--- config.mk ---
export PLATFORM = sky130hd
export DESIGN_NAME = ssr_status_slave
export DESIGN_NICKNAME = d
export VERILOG_FILES = /design/src/hw/ssr_pkg.sv /design/src/hw/ssr_status_slave.sv /design/src/hw/ssr_sync.sv
export SDC_FILE = /design/constraint.sdc
export NUM_CORES = 1
export LEC_CHECK = 0
export BUFFER_PORTS_ARGS = -buffer_cell sky130_fd_sc_hd__buf_4
export CAP_MARGIN = 30
export CORE_MARGIN = 2
export CORE_UTILIZATION = 40
export CTS_CLUSTER_DIAMETER = 40
export DETAILED_ROUTE_END_ITERATION = 8
export HOLD_SLACK_MARGIN = 0.06
export PLACE_DENSITY = 0.61
export SYNTH_ARGS = -nofsm -noshare
export SYNTH_HDL_FRONTEND = slang
export SYNTH_HIERARCHICAL = 1
export SYNTH_SLANG_ARGS = --single-unit
export TNS_END_PERCENT = 50
--- constraint.sdc ---
create_clock -name clk_sys_in -period 2.77 [get_ports clk_sys_in]
set_clock_uncertainty 0.15 [all_clocks]
set_input_delay 0.554 -clock clk_sys_in [delete_from_list [all_inputs] [get_ports clk_sys_in]]
set_output_delay 0.554 -clock clk_sys_in [all_outputs]
set_load 0.1 [all_outputs]
--- src/hw/ssr_pkg.sv ---
// Package of constants and types for the SPI status-report slave
package ssr_pkg;
    localparam int SSR_BYTE_W    = 8;
    localparam int SSR_NUM_STAT  = 4;  // Status registers targeted by faults
    localparam int SSR_IDX_W     = 2;
    localparam logic [2:0] SSR_BIT_LAST = 3'h7;
    // Address byte fields, LSB first on the wire
    localparam int SSR_ADR_ONE   = 0;
    localparam int SSR_ADR_LAST_ADDRESS_TOKEN  = 1;
    localparam int SSR_ADR_LO    = 2;
    localparam int SSR_ADR_HI    = 6;
    localparam int SSR_ADR_OP    = 7;
    // Global status bit positions
    localparam int SSR_GS_LE     = 6;
    localparam int SSR_GS_ERR    = 7;
    // Status register addresses (A6..A2)
    localparam logic [4:0] SSR_A_DIAG1 = 5'h0c;
    localparam logic [4:0] SSR_A_DIAG2 = 5'h0d;
    localparam logic [4:0] SSR_A_DIAG3 = 5'h0e;
    localparam logic [4:0] SSR_A_DIAG5 = 5'h10;
    localparam logic [4:0] SSR_NO_HIT  = 5'h1f;

    typedef struct packed {
        logic       err_flag;    // global_error_flag source
        logic [5:0] misc;        // Bits 1..5 of global status, load error 6
        logic       unused;
    } ssr_dummy_t;

    typedef struct packed {
        logic [4:0] addr;
        logic       op_clear;    // operation_select
        logic       last_token;  // last_address_token
    } ssr_cmd_t;

    typedef enum logic [1:0] {
        SSR_IDLE,
        SSR_ADDR,
        SSR_DATA
    } ssr_phase_t;
endpackage

--- src/hw/ssr_status_slave.sv ---
// SPI status-report slave with daisy-chain global error flag
`timescale 1ns/1ps
// Contract
// - Zero-clock frame shows error flag ORed
// - Bad address LSB flags protocol error
// - Late faults reported next frame
// - New fault during clear cancels clear
// - Data-byte fault shows in response byte
// - Global load error unchanged until next
// - Flag then global status, LSB first
// - Chain forwards status then responses reversed
module ssr_status_slave
    import ssr_pkg::*;
#(
    parameter int NSTAT = ssr_pkg::SSR_NUM_STAT
) (
    input  wire logic                         clk_sys_in,
    input  wire logic                         nrst_in,
    input  wire logic                         spi_ncs_in,
    input  wire logic                         spi_sclk_in,
    input  wire logic                         spi_sdi_in,
    output logic                              spi_sdo_out,
    output logic                              spi_sdo_oe_out,
    input  wire logic [NSTAT-1:0][SSR_BYTE_W-1:0] fault_set_in,
    input  wire logic [5:1]                   glob_misc_in,
    input  wire logic                         por_done_in,
    output logic [NSTAT-1:0][SSR_BYTE_W-1:0]  status_out,
    output logic                              protocol_err_out,
    output logic                              load_error_flag_out,
    output logic                              global_error_flag_out
);
    import ssr_pkg::*;

    logic [2:0] pins_s;
    logic       ncs_s, sclk_s, sdi_s, ncs_p_q, sclk_p_q;
    ssr_sync #(.W(3)) u_sync (
        .clk_sys_in (clk_sys_in),
        .nrst_in    (nrst_in),
        .d_in       ({~spi_ncs_in, spi_sclk_in, spi_sdi_in}),
        .rst_val_in (3'h0),
        .q_out      (pins_s)
    );
    // Inverted so the synchroniser's reset value reads as deselected
    assign ncs_s  = ~pins_s[2];
    assign sclk_s = pins_s[1];
    assign sdi_s  = pins_s[0];

    logic cs_fall, cs_rise, sck_rise, sck_fall;
    always_ff @(posedge clk_sys_in or negedge nrst_in)
    begin
        if (!nrst_in)
        begin
            ncs_p_q  <= 1'b1;
            sclk_p_q <= 1'b0;
        end
        else
        begin
            ncs_p_q  <= ncs_s;
            sclk_p_q <= sclk_s;
        end
    end
    assign cs_fall  = ncs_p_q & ~ncs_s;
    assign cs_rise  = ~ncs_p_q & ncs_s;
    assign sck_rise = ~ncs_s & ~sclk_p_q & sclk_s;
    assign sck_fall = ~ncs_s & sclk_p_q & ~sclk_s;

    // Frame bookkeeping
    ssr_phase_t      phase_q;
    logic [2:0]      bit_q;
    logic [7:0]      shin_q, shout_q, pend_q;
    logic [7:0]      bytes_q;
    logic            have_pend_q, clk_err_q, bad_q;
    ssr_cmd_t        cmd_q;
    logic            cmd_ok_q;
    logic [7:0]      first_byte;
    assign first_byte = {sdi_s, shin_q[7:1]};

    // Status registers and fault capture during the frame
    logic [NSTAT-1:0][7:0] stat_q, new_q;
    logic            spi_err_q, le_snap_q;
    logic [SSR_IDX_W-1:0] tidx;
    logic            thit;
    always_comb
    begin
        thit = 1'b1;
        tidx = '0;
        case (cmd_q.addr)
            SSR_A_DIAG2: tidx = SSR_IDX_W'(0);
            SSR_A_DIAG3: tidx = SSR_IDX_W'(1);
            SSR_A_DIAG5: tidx = SSR_IDX_W'(2);
            SSR_A_DIAG1: tidx = SSR_IDX_W'(3);
            default:     thit = 1'b0;
        endcase
    end

    logic le_now;
    assign le_now = |stat_q[0] | |stat_q[1] | |stat_q[2];
    logic [7:0] gstat;
    assign gstat = {spi_err_q, le_snap_q, glob_misc_in[4:3],
                    por_done_in, glob_misc_in[2:1], 1'b0};
    // Top misc bit has no status slot; it only raises the flag
    assign global_error_flag_out = spi_err_q | le_now | (|glob_misc_in)
                                   | ~por_done_in;
    logic resp_on;
    assign resp_on = phase_q == SSR_DATA && bytes_q == 8'h1 && thit
                     && cmd_ok_q;
    assign load_error_flag_out   = le_snap_q;
    assign protocol_err_out      = spi_err_q;
    assign status_out            = stat_q;

    // Serial output: flag first, then status, then forwarded stream
    always_ff @(posedge clk_sys_in or negedge nrst_in)
    begin
        if (!nrst_in)
        begin
            phase_q <= SSR_IDLE;
            bit_q   <= '0;
            shin_q  <= '0;
            shout_q <= '0;
            bytes_q <= '0;
            cmd_q   <= '0;
            cmd_ok_q <= 1'b0;
            bad_q   <= 1'b0;
            clk_err_q <= 1'b0;
            pend_q  <= '0;
            have_pend_q <= 1'b0;
            spi_sdo_out <= 1'b0;
        end
        else if (cs_fall)
        begin
            phase_q <= SSR_ADDR;
            bit_q   <= '0;
            bytes_q <= '0;
            bad_q   <= 1'b0;
            clk_err_q <= sclk_s;
            have_pend_q <= 1'b0;
            // Flag alone at frame start; the OR with upstream SDI follows until the first clock
            spi_sdo_out <= global_error_flag_out;
            shout_q <= {1'b0, gstat[7:1]};
        end
        else if (phase_q != SSR_IDLE && cs_rise)
        begin
            phase_q <= SSR_IDLE;
        end
        else if (phase_q != SSR_IDLE)
        begin
            if (sck_rise)
            begin
                shin_q <= first_byte;
                bit_q  <= bit_q + 3'h1;
                if (bit_q == SSR_BIT_LAST)
                begin
                    bytes_q <= bytes_q + 8'h1;
                    if (phase_q == SSR_ADDR)
                    begin
                        // Own address is the first; later ones pass on
                        if (bytes_q == 8'h0)
                        begin
                            cmd_q <= {first_byte[SSR_ADR_HI:SSR_ADR_LO],
                                      first_byte[SSR_ADR_OP],
                                      first_byte[SSR_ADR_LAST_ADDRESS_TOKEN]};
                            cmd_ok_q <= first_byte[SSR_ADR_ONE];
                        end
                        if (!first_byte[SSR_ADR_ONE])
                            bad_q <= 1'b1;
                        // Token ends address phase for the whole chain
                        if (first_byte[SSR_ADR_LAST_ADDRESS_TOKEN])
                            phase_q <= SSR_DATA;
                    end
                    pend_q <= first_byte;
                    have_pend_q <= 1'b1;
                end
            end
            else if (sck_fall)
            begin
                // Live register so data-byte faults reach the response
                if (resp_on)
                    spi_sdo_out <= stat_q[tidx][bit_q];
                else if (bit_q == 3'h0)
                    spi_sdo_out <= have_pend_q & pend_q[0];
                else
                    spi_sdo_out <= shout_q[0];
                if (bit_q == 3'h0)
                    shout_q <= {1'b0, pend_q[7:1]};
                else
                    shout_q <= {1'b0, shout_q[7:1]};
            end
            else if (phase_q == SSR_ADDR && bytes_q == 8'h0
                     && bit_q == 3'h0)
            begin
                // Until the first clock the flag is ORed with upstream
                spi_sdo_out <= global_error_flag_out | sdi_s;
            end
        end
    end
    assign spi_sdo_oe_out = ~ncs_s;

    // Fault latching, clear handling, deferred global load error
    genvar g;
    generate
        for (g = 0; g < NSTAT; g++)
        begin : g_stat
            logic hit_g;
            assign hit_g = thit && tidx == SSR_IDX_W'(g);
            always_ff @(posedge clk_sys_in or negedge nrst_in)
            begin
                if (!nrst_in)
                begin
                    stat_q[g] <= '0;
                    new_q[g]  <= '0;
                end
                else
                begin
                    if (cs_fall)
                        new_q[g] <= fault_set_in[g];
                    else
                        new_q[g] <= new_q[g] | fault_set_in[g];
                    if (cs_rise && cmd_q.op_clear && cmd_ok_q && hit_g
                        && !bad_q && ~|(new_q[g] | fault_set_in[g]))
                        stat_q[g] <= fault_set_in[g];
                    else
                        stat_q[g] <= stat_q[g] | fault_set_in[g];
                end
            end
        end
    endgenerate

    always_ff @(posedge clk_sys_in or negedge nrst_in)
    begin
        if (!nrst_in)
        begin
            spi_err_q <= 1'b0;
            le_snap_q <= 1'b0;
        end
        else
        begin
            // Snapshot tracks while idle and freezes at frame start, keeping this frame's status fixed
            if (cs_fall || phase_q == SSR_IDLE)
                le_snap_q <= le_now;
            if (cs_rise && phase_q != SSR_IDLE)
            begin
                // Sticky until cleared; a new error wins over the clear
                if (bad_q || clk_err_q || sclk_s || bit_q != 3'h0
                    || (bytes_q != 8'h0 && bytes_q < 8'h2))
                    spi_err_q <= 1'b1;
                else if (cmd_q.op_clear && cmd_ok_q
                         && cmd_q.addr == SSR_A_DIAG1)
                    spi_err_q <= 1'b0;
            end
        end
    end
endmodule // ssr_status_slave

--- src/hw/ssr_sync.sv ---
// Two-flop synchroniser bank for pin inputs
`timescale 1ns/1ps
module ssr_sync #(
    parameter int W = 3
) (
    input  wire logic         clk_sys_in,
    input  wire logic         nrst_in,
    input  wire logic [W-1:0] d_in,
    input  wire logic [W-1:0] rst_val_in,
    output logic      [W-1:0] q_out
);
    logic [W-1:0] meta_q;
    genvar g;
    generate
        for (g = 0; g < W; g++)
        begin : g_bit
            always_ff @(posedge clk_sys_in or negedge nrst_in)
            begin
                if (!nrst_in)
                begin
                    meta_q[g] <= 1'b0;
                    q_out[g]  <= 1'b0;
                end
                else
                begin
                    meta_q[g] <= d_in[g];
                    q_out[g]  <= meta_q[g];
                end
            end
        end
    endgenerate
endmodule // ssr_sync

# After elaboration in Yosys (flattened, before gate mapping)

Cells that the tools add are included.

Output and inout port bits: 37
Bits in registers: 122
Input bits: 43

Eq/ne operators: 14
Multiplexer cells: 58
Bitwise gates (word level): 29
$add $sub $neg: 2
Reductions and logical operators: 75
Order comparisons: 3

Operators with widths:

| operator              | count |
|---|---|
| $mux W8               | 19 |
| $or A8 B8 Y8          | 8 |
| $reduce_or A8 Y1      | 7 |
| $logic_and A1 B1 Y1   | 27 |
| $mux W1               | 24 |
| $reduce_bool A3 Y1    | 7 |
| $bmux W8 S2           | 1 |
| $reduce_and A4 Y1     | 4 |
| $eq A5 B4 Y1 const B  | 3 |
| $mux W2               | 7 |
| $reduce_bool A2 Y1    | 7 |
| $mux W3               | 4 |
| $reduce_and A5 Y1     | 2 |
| $add A8 B1 Y8 const B | 1 |
| $eq A8 B1 Y1 const B  | 1 |
| $logic_not A8 Y1      | 1 |
| $lt A8 B2 Y1 const B  | 1 |
| $not A1 Y1            | 8 |
| $reduce_bool A8 Y1    | 1 |
| $and A1 B1 Y1         | 7 |
| $mux W7               | 1 |
| $reduce_and A7 Y1     | 1 |
| $eq A2 B2 Y1 const B  | 3 |
| $ne A2 B2 Y1 const B  | 3 |
| other kinds (18)      | 33 |

# Depth between registers and ports, before layout

Gate-level depths: netlist of the first run.

Word-level depth: 13
Mapped depth: 9

# By module

Netlist of the first run, hierarchy kept.

By module, submodules not included:

| module           | cells each | times used | area each (µm²) |
|---|---|---|---|
| ssr_status_slave | 456        | 1          | 5158.7 |
| ssr_sync         | 6          | 1          | 150.1 |

# Least setup slack after synthesis of the first run

No wires, ideal clock.

Kind: register to register
From: register stat_q, in the netlist status_out[15]
To: register spi_sdo_out
Path slack: -599 ps
Clock period less this slack: 3369 ps
Data required time: 2496 ps
Arrival time: 3096 ps
Setup time: 124 ps
Cell stages (with the launch flop): 7
Cell sequence: dfrtp_1 > nor4_1 > nand4_1 > nor2_1 > nand4_1 > a211o_1 > o221a_1

Word-level cells in the longest chain between the ends: 13
Elaborated cells on any way between the ends: 18
Those cells by class: 11 x mux; 6 x bitwise; 1 x reduce/logical

Ends and longest elaborated chain:

| item                             | line                    | source |
|---|---|---|
| start: declaration               | ssr_status_slave.sv:79  | `logic [NSTAT-1:0][7:0] stat_q, new_q;` |
| start signal: indexed assignment | ssr_status_slave.sv:220 | `stat_q[g] <= fault_set_in[g];` |
| start signal: indexed assignment | ssr_status_slave.sv:222 | `stat_q[g] <= stat_q[g] \| fault_set_in[g];` |
| $reduce_or A8 Y1 (*)             | ssr_status_slave.sv:97  | `assign le_now = \|stat_q[0] \| \|stat_q[1] \| \|stat_q[2];` |
| $or A1 B1 Y1 (*) (2 in a row)    | ssr_status_slave.sv:97  |  |
| $or A1 B1 Y1 (*) (2 in a row)    | ssr_status_slave.sv:102 | `assign global_error_flag_out = spi_err_q \| le_now \| (\|glob_misc_in)` |
| $or A1 B1 Y1 (*)                 | ssr_status_slave.sv:103 | `\| ~por_done_in;` |
| via global_error_flag_out        | ssr_status_slave.sv:30  | `output logic global_error_flag_out` |
| $or A1 B1 Y1                     | ssr_status_slave.sv:192 | `spi_sdo_out <= global_error_flag_out \| sdi_s;` |
| $mux W1                          | ssr_status_slave.sv:188 | `else if (phase_q == SSR_ADDR && bytes_q == 8'h0` |
| $mux W1                          | ssr_status_slave.sv:174 | `else if (sck_fall)` |
| $mux W1                          | ssr_status_slave.sv:147 | `if (sck_rise)` |
| $mux W1                          | ssr_status_slave.sv:145 | `else if (phase_q != SSR_IDLE)` |
| $mux W1                          | ssr_status_slave.sv:141 | `else if (phase_q != SSR_IDLE && cs_rise)` |
| $mux W1 (*)                      | ssr_status_slave.sv:129 | `else if (cs_fall)` |
| end signal: assignment           | ssr_status_slave.sv:138 | `spi_sdo_out <= global_error_flag_out;` |
| end signal: assignment           | ssr_status_slave.sv:178 | `spi_sdo_out <= stat_q[tidx][bit_q];` |
| end signal: assignment           | ssr_status_slave.sv:180 | `spi_sdo_out <= have_pend_q & pend_q[0];` |
| end: declaration                 | ssr_status_slave.sv:22  | `output logic spi_sdo_out,` |

Mark *: on every way through the listed nets, which the timed path passes. The rest lies on a longest branch. The select of a mux whose other input is x is not followed.
A chain may end at the register's enable or synchronous reset.

# Worst setup path in the final report of the first run

From: register stat_q, in the netlist status_out[13]
To: output port global_error_flag_out

Word-level cells in the longest chain between the ends: 6

Ends and longest elaborated chain:

| item                      | line |
|---|---|
| $reduce_or A8 Y1          | ssr_status_slave.sv:97 |
| $or A1 B1 Y1 (2 in a row) | ssr_status_slave.sv:97 |
| $or A1 B1 Y1 (2 in a row) | ssr_status_slave.sv:102 |
| $or A1 B1 Y1              | ssr_status_slave.sv:103 |
| end: declaration          | ssr_status_slave.sv:30 |

No other way between the ends.

==> results of run 1 <==
[state kept, by name (all words and copies together) (netlist names)]
register             flops
cmd_q                    6
shout_q                  7
bad_q                    1
shin_q                   7
cmd_ok_q                 1
sclk_p_q                 1
u_sync/meta_q            3
status_out              32
bytes_q                  8
protocol_err_out         1
pend_q                   8
ncs_p_q                  1
bit_q                    3
clk_err_q                1
phase_q                  2
u_sync/q_out             3
new_q                   32
have_pend_q              1
load_error_flag_out      1
spi_sdo_out              1
[per-layer routing]
layer,wire length [µm],part of all wire (%)
met5,0,0
met1,6220,46
met3,730,5.4
met4,152,1.1
met2,6330,47
[critical path, stage by stage, from the launching register on]
cell	delay, ps
dfrtp_4	500
nor4_1	300
nand4_1	160
nor2_2	180
nand4_1	190
buf_8	240
[metrics by stage]
stage          hold WS (ps)  setup TNS (ps)
2_1_floorplan           108            -325
3_3_place_gp            183               0
3_5_place_dp            186               0
4_1_cts                82.7               0
5_1_grt                83.0               0
6_report                101               0
[power breakdown]
| part | switching (mW) | internal (mW) | total (mW) |
|---|---|---|---|
| registers | 0.0580 | 1.83 | 1.89 |
| logic | 0.185 | 0.122 | 0.307 |
| clock network | 0.788 | 1.39 | 2.18 |
[placed cells by master (no fill, tap or decap), drive strengths merged, types with 2 or more instances in the layout]
| cell | n |
|---|---|
| nor3 | 3 |
| a21oi | 17 |
| a31oi | 2 |
| a21o | 65 |
| or4b | 2 |
| inv | 8 |
| o211ai | 4 |
| nor4 | 24 |
| o21bai | 2 |
| ha | 6 |
| a211oi | 2 |
| nor2 | 21 |
| nor4b | 2 |
| or3 | 2 |
| clkinv | 5 |
| clkbuf | 21 |
| mux2i | 10 |
| o2111ai | 4 |
| buf | 92 |
| nand2b | 2 |
| nor2b | 4 |
| xor2 | 5 |
| a311oi | 3 |
| mux2 | 22 |
| dfrtp | 119 |
| nor3b | 4 |
| bufinv | 2 |
| xnor2 | 2 |
| o21ai | 13 |
| nand4 | 10 |
| o311ai | 2 |
| clkinvlp | 4 |
| o21a | 2 |
| and3 | 6 |
| nand3 | 18 |
| nand2 | 41 |
[layout make-up]
type,count,share of cell area [%]
tap,176,3.23
multi-input combinational,314,32.1
timing repair buffer,93,10.6
sequential,120,44.9
inverter,8,0.441
clock buffer,21,6.91
clock inverter,11,1.80
[repair_timing]
action                                  in CTS  in global routing
pin swaps                                    1                  1
hold endpoints to repair                    34                  0
endpoints found under the setup margin       1                  1
hold buffers                                 1                  0
buffers inserted                             1                  1
gates resized for setup                      3                  1
[worst max-delay path by stage]
stage / startpoint / to / slack (ps) / cells past startpoint
after floorplan: status_out[7] / spi_sdo_out / -320 / 6
after global placement: glob_misc_in[2] / global_error_flag_out / 390 / 4
after detailed placement: status_out[0] / global_error_flag_out / 340 / 5
after CTS: status_out[0] / global_error_flag_out / 20 / 5
after global routing: status_out[0] / global_error_flag_out / 0.07 / 5
final: status_out[13] / global_error_flag_out / 90 / 5
==> summary.md, run 1 <==
| Metric | Value |
|---|---|
| Leak | 2.75 nW |
| CTS max path bufs | 2 |
| Clock Sinks | 120 |
| Cell count after synthesis | 461 |
| Final worst slack | 86.4 ps |
| Full die area | 14,200 µm² |
| Layout area overhead | 28.3% |
| Worst r2r path cells | 8 |
| Initial drt markers | 391 |
| Layout cells sized above 1 | 32.1% |
| Core area | 13,100 µm² |
| Die height | 119 µm |
| Global route overflow | 0 |
| Grt met1 use | 28.0% |
| Fin nets | 603 |
| FF+latch area | 3060 µm² |
| FILL cells | 1,141 |
| Power Total | 4.37 mW |
| Initial antenna violation count | 0 |
| Placed instance area | 6170 µm² |
| CTS clock-pin slew for the worst setup and hold paths | 60 ps |
| Fmax | 373 MHz |
| Tmin final | 2680 ps |
| Die Wd | 119 µm |
| Hold EP | u_sync/meta_q[1] |
| Clk Latency, worst-skew pair | 410 ps |
| Worst rel slew slack | 59.0% |
| Vias in the first global route | 4,053 |
| Cell Area, Synth | 5310 µm² |
| Initial core utilization | 40.5% |
| RR Startpoint | status_out[13] |
| R2r setup slk | 420 ps |
| Largest net degree at the start of global routing | 54 |
| Req. time, crit path | 2070 ps |
| Setup CP Type | reg2out |
| Multi-input logic area | 2180 µm² |
| WHS Path Cells | 1 |
| I/O Buffers | 79 |
| TritonCTS clock tree | built |
| Avg Vias per Cell | 5.50 |
| GRT Max-Usage Layer | met2 |
| Worst Hold Class | in2reg |
| RSZ-0062 raised after global routing | false |
| Max Slew Vio Count | 0 |
| Slew @ Worst Pin | 613 ps |
| First-pass GRT wire length | 21,800 µm |
| Outcome | finished, final reports clean |
| Type of origin of the critical path | flop |
| Number of cell rows | 42 |
| Reg2reg end | spi_sdo_out |
| WL/cell | 18.1 µm |
| Crit-path max FO | 4 |
| H-tree depth | 4 |
| Final Cell Area | 6810 µm² |
| Max-cap viol count | 0 |
| RePlAce Congestion | 0.875 |
| Post-detail-place hpwl | 9810 µm |
| Antenna Nets Post-Route | 0 |
| CP arrival | 1980 ps |
| Setup violations, final | 0 |
| Cell Pwr Density | 642 nW/µm² |
| Final Non-Filler Cells | 743 |
| All-Layer GR Usage | 19.9% |
| Pre-CTS setup slack | 336 ps |
| DRT Wirelength | 13,400 µm |
| Synthesized Nets | 510 |
| Drt first pass iters | 5 |
| Hold path startpoint | spi_sclk_in |
| Average size of a mapped cell | 11.5 µm² |
| Drt drc | 0 |
| Num ports | 80 |
| Met2 Use GR | 29.3% |
| Finished Core Util | 52.0% |
| N_diodes | 0 |
| DP Cell Count | 708 |
| TritonCTS Buffers | 17 |
| Final hold violations | 0 |
| Crit path capture type | output port |
| Peak supply drop | 0.370 mV |
| Final worst path period share | 96.9% |
| Root buffer selected by CTS | clkbuf_16 |
| Via Count | 4,089 |
| Met3 Resource Use GR | 6.13% |
| Yosys warnings | 6 |
Power figures use the tool's default switching activity.
==> inputs of run 2 (changes only) <==
--- a/config.mk
+++ b/config.mk
@@ -5,12 +5,14 @@
 export SDC_FILE = /design/constraint.sdc
 export NUM_CORES = 1
 export LEC_CHECK = 0
+export ABC_AREA = 1
 export BUFFER_PORTS_ARGS = -buffer_cell sky130_fd_sc_hd__buf_4
 export CAP_MARGIN = 30
 export CORE_MARGIN = 2
 export CORE_UTILIZATION = 40
 export CTS_CLUSTER_DIAMETER = 40
 export DETAILED_ROUTE_END_ITERATION = 8
+export GPL_TIMING_DRIVEN = 0
 export HOLD_SLACK_MARGIN = 0.06
 export PLACE_DENSITY = 0.61
 export SYNTH_ARGS = -nofsm -noshare
==> run 2 against run 1 <==
Compared with the run above: register-to-register slack better by 30 ps; hold slack worse by 7.1 ps; largest power group unchanged; worst setup slack hardly changed; sequential power rose by 8%; final area increased by 2.2%.
==> summary.md, run 2 <==
| Metric | Value |
|---|---|
| Outcome | finished, final reports clean |
| Initial core utilization | 41.1% (+0.56 points) |
| Cell count after synthesis | 630 (+37%) |
| Drt drc | 0 (unchanged) |
| WL met3 | 912 µm (+25%) |
| Clock Sinks | 120 (unchanged) |
| Peak supply drop | 0.435 mV (+18%) |
| Tmin final | 2680 ps (-0.283 ps) |
| Final worst slack | 86.7 ps (+0.283 ps) |
| Yosys warnings | 6 (unchanged) |
| Pre-CTS setup slack | 105 ps (-231 ps) |
| Initial drt markers | 324 (-17%) |
| Max Slew Vio Count | 0 (unchanged) |
| Die height | 121 µm (+1.2%) |
| Synthesized Nets | 679 (+33%) |
| Largest net degree at the start of global routing | 70 (+30%) |
| Antenna Nets Post-Route | 0 (unchanged) |
| Final Cell Area | 6960 µm² (+2.2%) |
| Metal1 wirelength | 6410 µm (+3.0%) |
| Worst rel slew slack | 42.4% (-17 points) |
| Global route overflow | 0 (unchanged) |
| Slew @ Worst Pin | 858 ps (+245 ps) |
| H-tree depth | 4 (unchanged) |
| Number of cell rows | 42 (unchanged) |
| Core area | 13,200 µm² (+1.2%) |
| Final worst path period share | 96.9% (about the same) |
| RSZ-0062 raised after global routing | false |
| Avg Vias per Cell | 5.03 (-8.6%) |
| Via Count | 4,625 (+13%) |
| Crit path capture type | output port |
| Root buffer selected by CTS | clkbuf_16 |
| Type of origin of the critical path | flop |
| Drt first pass iters | 4 (-1) |
| Post-detail-place hpwl | 10,400 µm (+6.3%) |
| All-Layer GR Usage | 20.8% (+0.91 points) |
| Power Total | 4.96 mW (+13%) |
| Setup CP Type | reg2out |
| Setup violations, final | 0 (unchanged) |
| I/O Buffers | 79 (unchanged) |
| DRT Wirelength | 14,200 µm (+5.7%) |
| Full die area | 14,600 µm² (+2.5%) |
| Clk Latency, worst-skew pair | 420 ps (about the same) |
| Top Metal Used | met4 |
| WL met2 | 6550 µm (+3.4%) |
| Vias in the first global route | 4,637 (+14%) |
| WL/cell | 15.5 µm (-15%) |
| Num ports | 80 (unchanged) |
| TritonCTS Buffers | 17 (unchanged) |
| N_diodes | 0 (unchanged) |
| Commonest non-fill, non-tap cell in the layout | nand2_1 |
| CTS max path bufs | 2 (unchanged) |
| Cell Area, Synth | 5440 µm² (+2.6%) |
| Fmax | 373 MHz (about the same) |
| R2r setup slk | 450 ps (+30 ps) |
| First-pass GRT wire length | 23,300 µm (+7.1%) |
| Most frequent cells in the layout | 135 x nand2_1, 102 x inv_1, 94 x dfrtp_1 |
| Req. time, crit path | 2070 ps (about the same) |
| Layout area overhead | 27.9% |
| Worst Hold Class | in2reg |
| Max-cap viol count | 0 (unchanged) |
| Crit-path max FO | 4 (unchanged) |
| Placed instance area | 6340 µm² (+2.8%) |
| Leak | 3.36 nW (+22%) |
| Average size of a mapped cell | 8.64 µm² (-25%) |
| RePlAce Congestion | 0.894 (+2.2%) |
| Final hold violations | 0 (unchanged) |
| CTS clock-pin slew for the worst setup and hold paths | 50 ps (about the same) |
| CP arrival | 1980 ps (about the same) |
| TritonCTS clock tree | built |
| Layout cells sized above 1 | 22.7% (-9.4 points) |
| Fin nets | 779 (+29%) |
| Die Wd | 121 µm (+1.2%) |
| Finished Core Util | 52.6% (+0.51 points) |
| Initial antenna violation count | 0 (unchanged) |
| Cell Pwr Density | 712 nW/µm² (+11%) |
-- run 2: through the flow --
| step | TNS, ps | hold WS (ps) | cells |
|---|---|---|---|
| after global placement | 0 | 182 | 885 |
| after CTS | 0 | 76.4 | 919 |
| final | 0 | 94.0 | 919 |
| after floorplan | -67.2 | 108 | 630 |
| after detailed placement | 0 | 185 | 886 |
| after global routing | 0 | 78.1 | 919 |
-- run 2: critical path, cell delays in order, from the launching register on --
cell and delay [ps]:
dfrtp_2 450, nor3_1 140, nand3b_1 110, nor3_2 250, nand4_1 290, buf_4 330
-- run 2: timing repair --
| action | CTS | global route |
|---|---|---|
| hold buffers | 1 | 0 |
| buffers inserted | 0 | 0 |
| endpoints found under the hold margin | 50 | 0 |
| setup endpoints to repair | 1 | 0 |
| resized for setup | 2 | 0 |
-- run 2: cell type report --
class                      count  area (µm²)
timing repair buffer          81         634
tap                          176         220
clock buffer                  24         502
inverter                     110         413
multi-input combinational    389        1990
buffer                        11        51.3
fill                        1271        6280
sequential                   120        3060
clock inverter                 8        92.6
-- run 2: report_power, final --
group | switching (mW) | internal (mW) | leakage [nW] | total, mW
Clock | 0.765 | 1.43 | 0.296 | 2.20
Sequential | 0.114 | 1.93 | 1.31 | 2.04
Combinational | 0.474 | 0.244 | 1.75 | 0.718
Total | 1.35 | 3.60 | 3.36 | 4.96
-- run 2: final timing paths --
kind                                       start  cells past startpoint                    end
worst min register to register  u_sync/meta_q[2]                      0        u_sync/q_out[2]
worst max register to register           ncs_p_q                      8             shout_q[5]
max in group asynchronous                nrst_in                      3         status_out[19]
worst min-delay path                  spi_sdi_in                      1       u_sync/meta_q[0]
worst max-delay path            protocol_err_out                      5  global_error_flag_out
min in group asynchronous                nrst_in                      2               new_q[6]
-- run 2: routing by layer --
metal / up-vias / track usage, %
li1: 2254 / -
met1: 2218 / 28.3
met2: 125 / 31.8
met3: 28 / 5.61
met4: 0 / 8.07
met5: - / 0
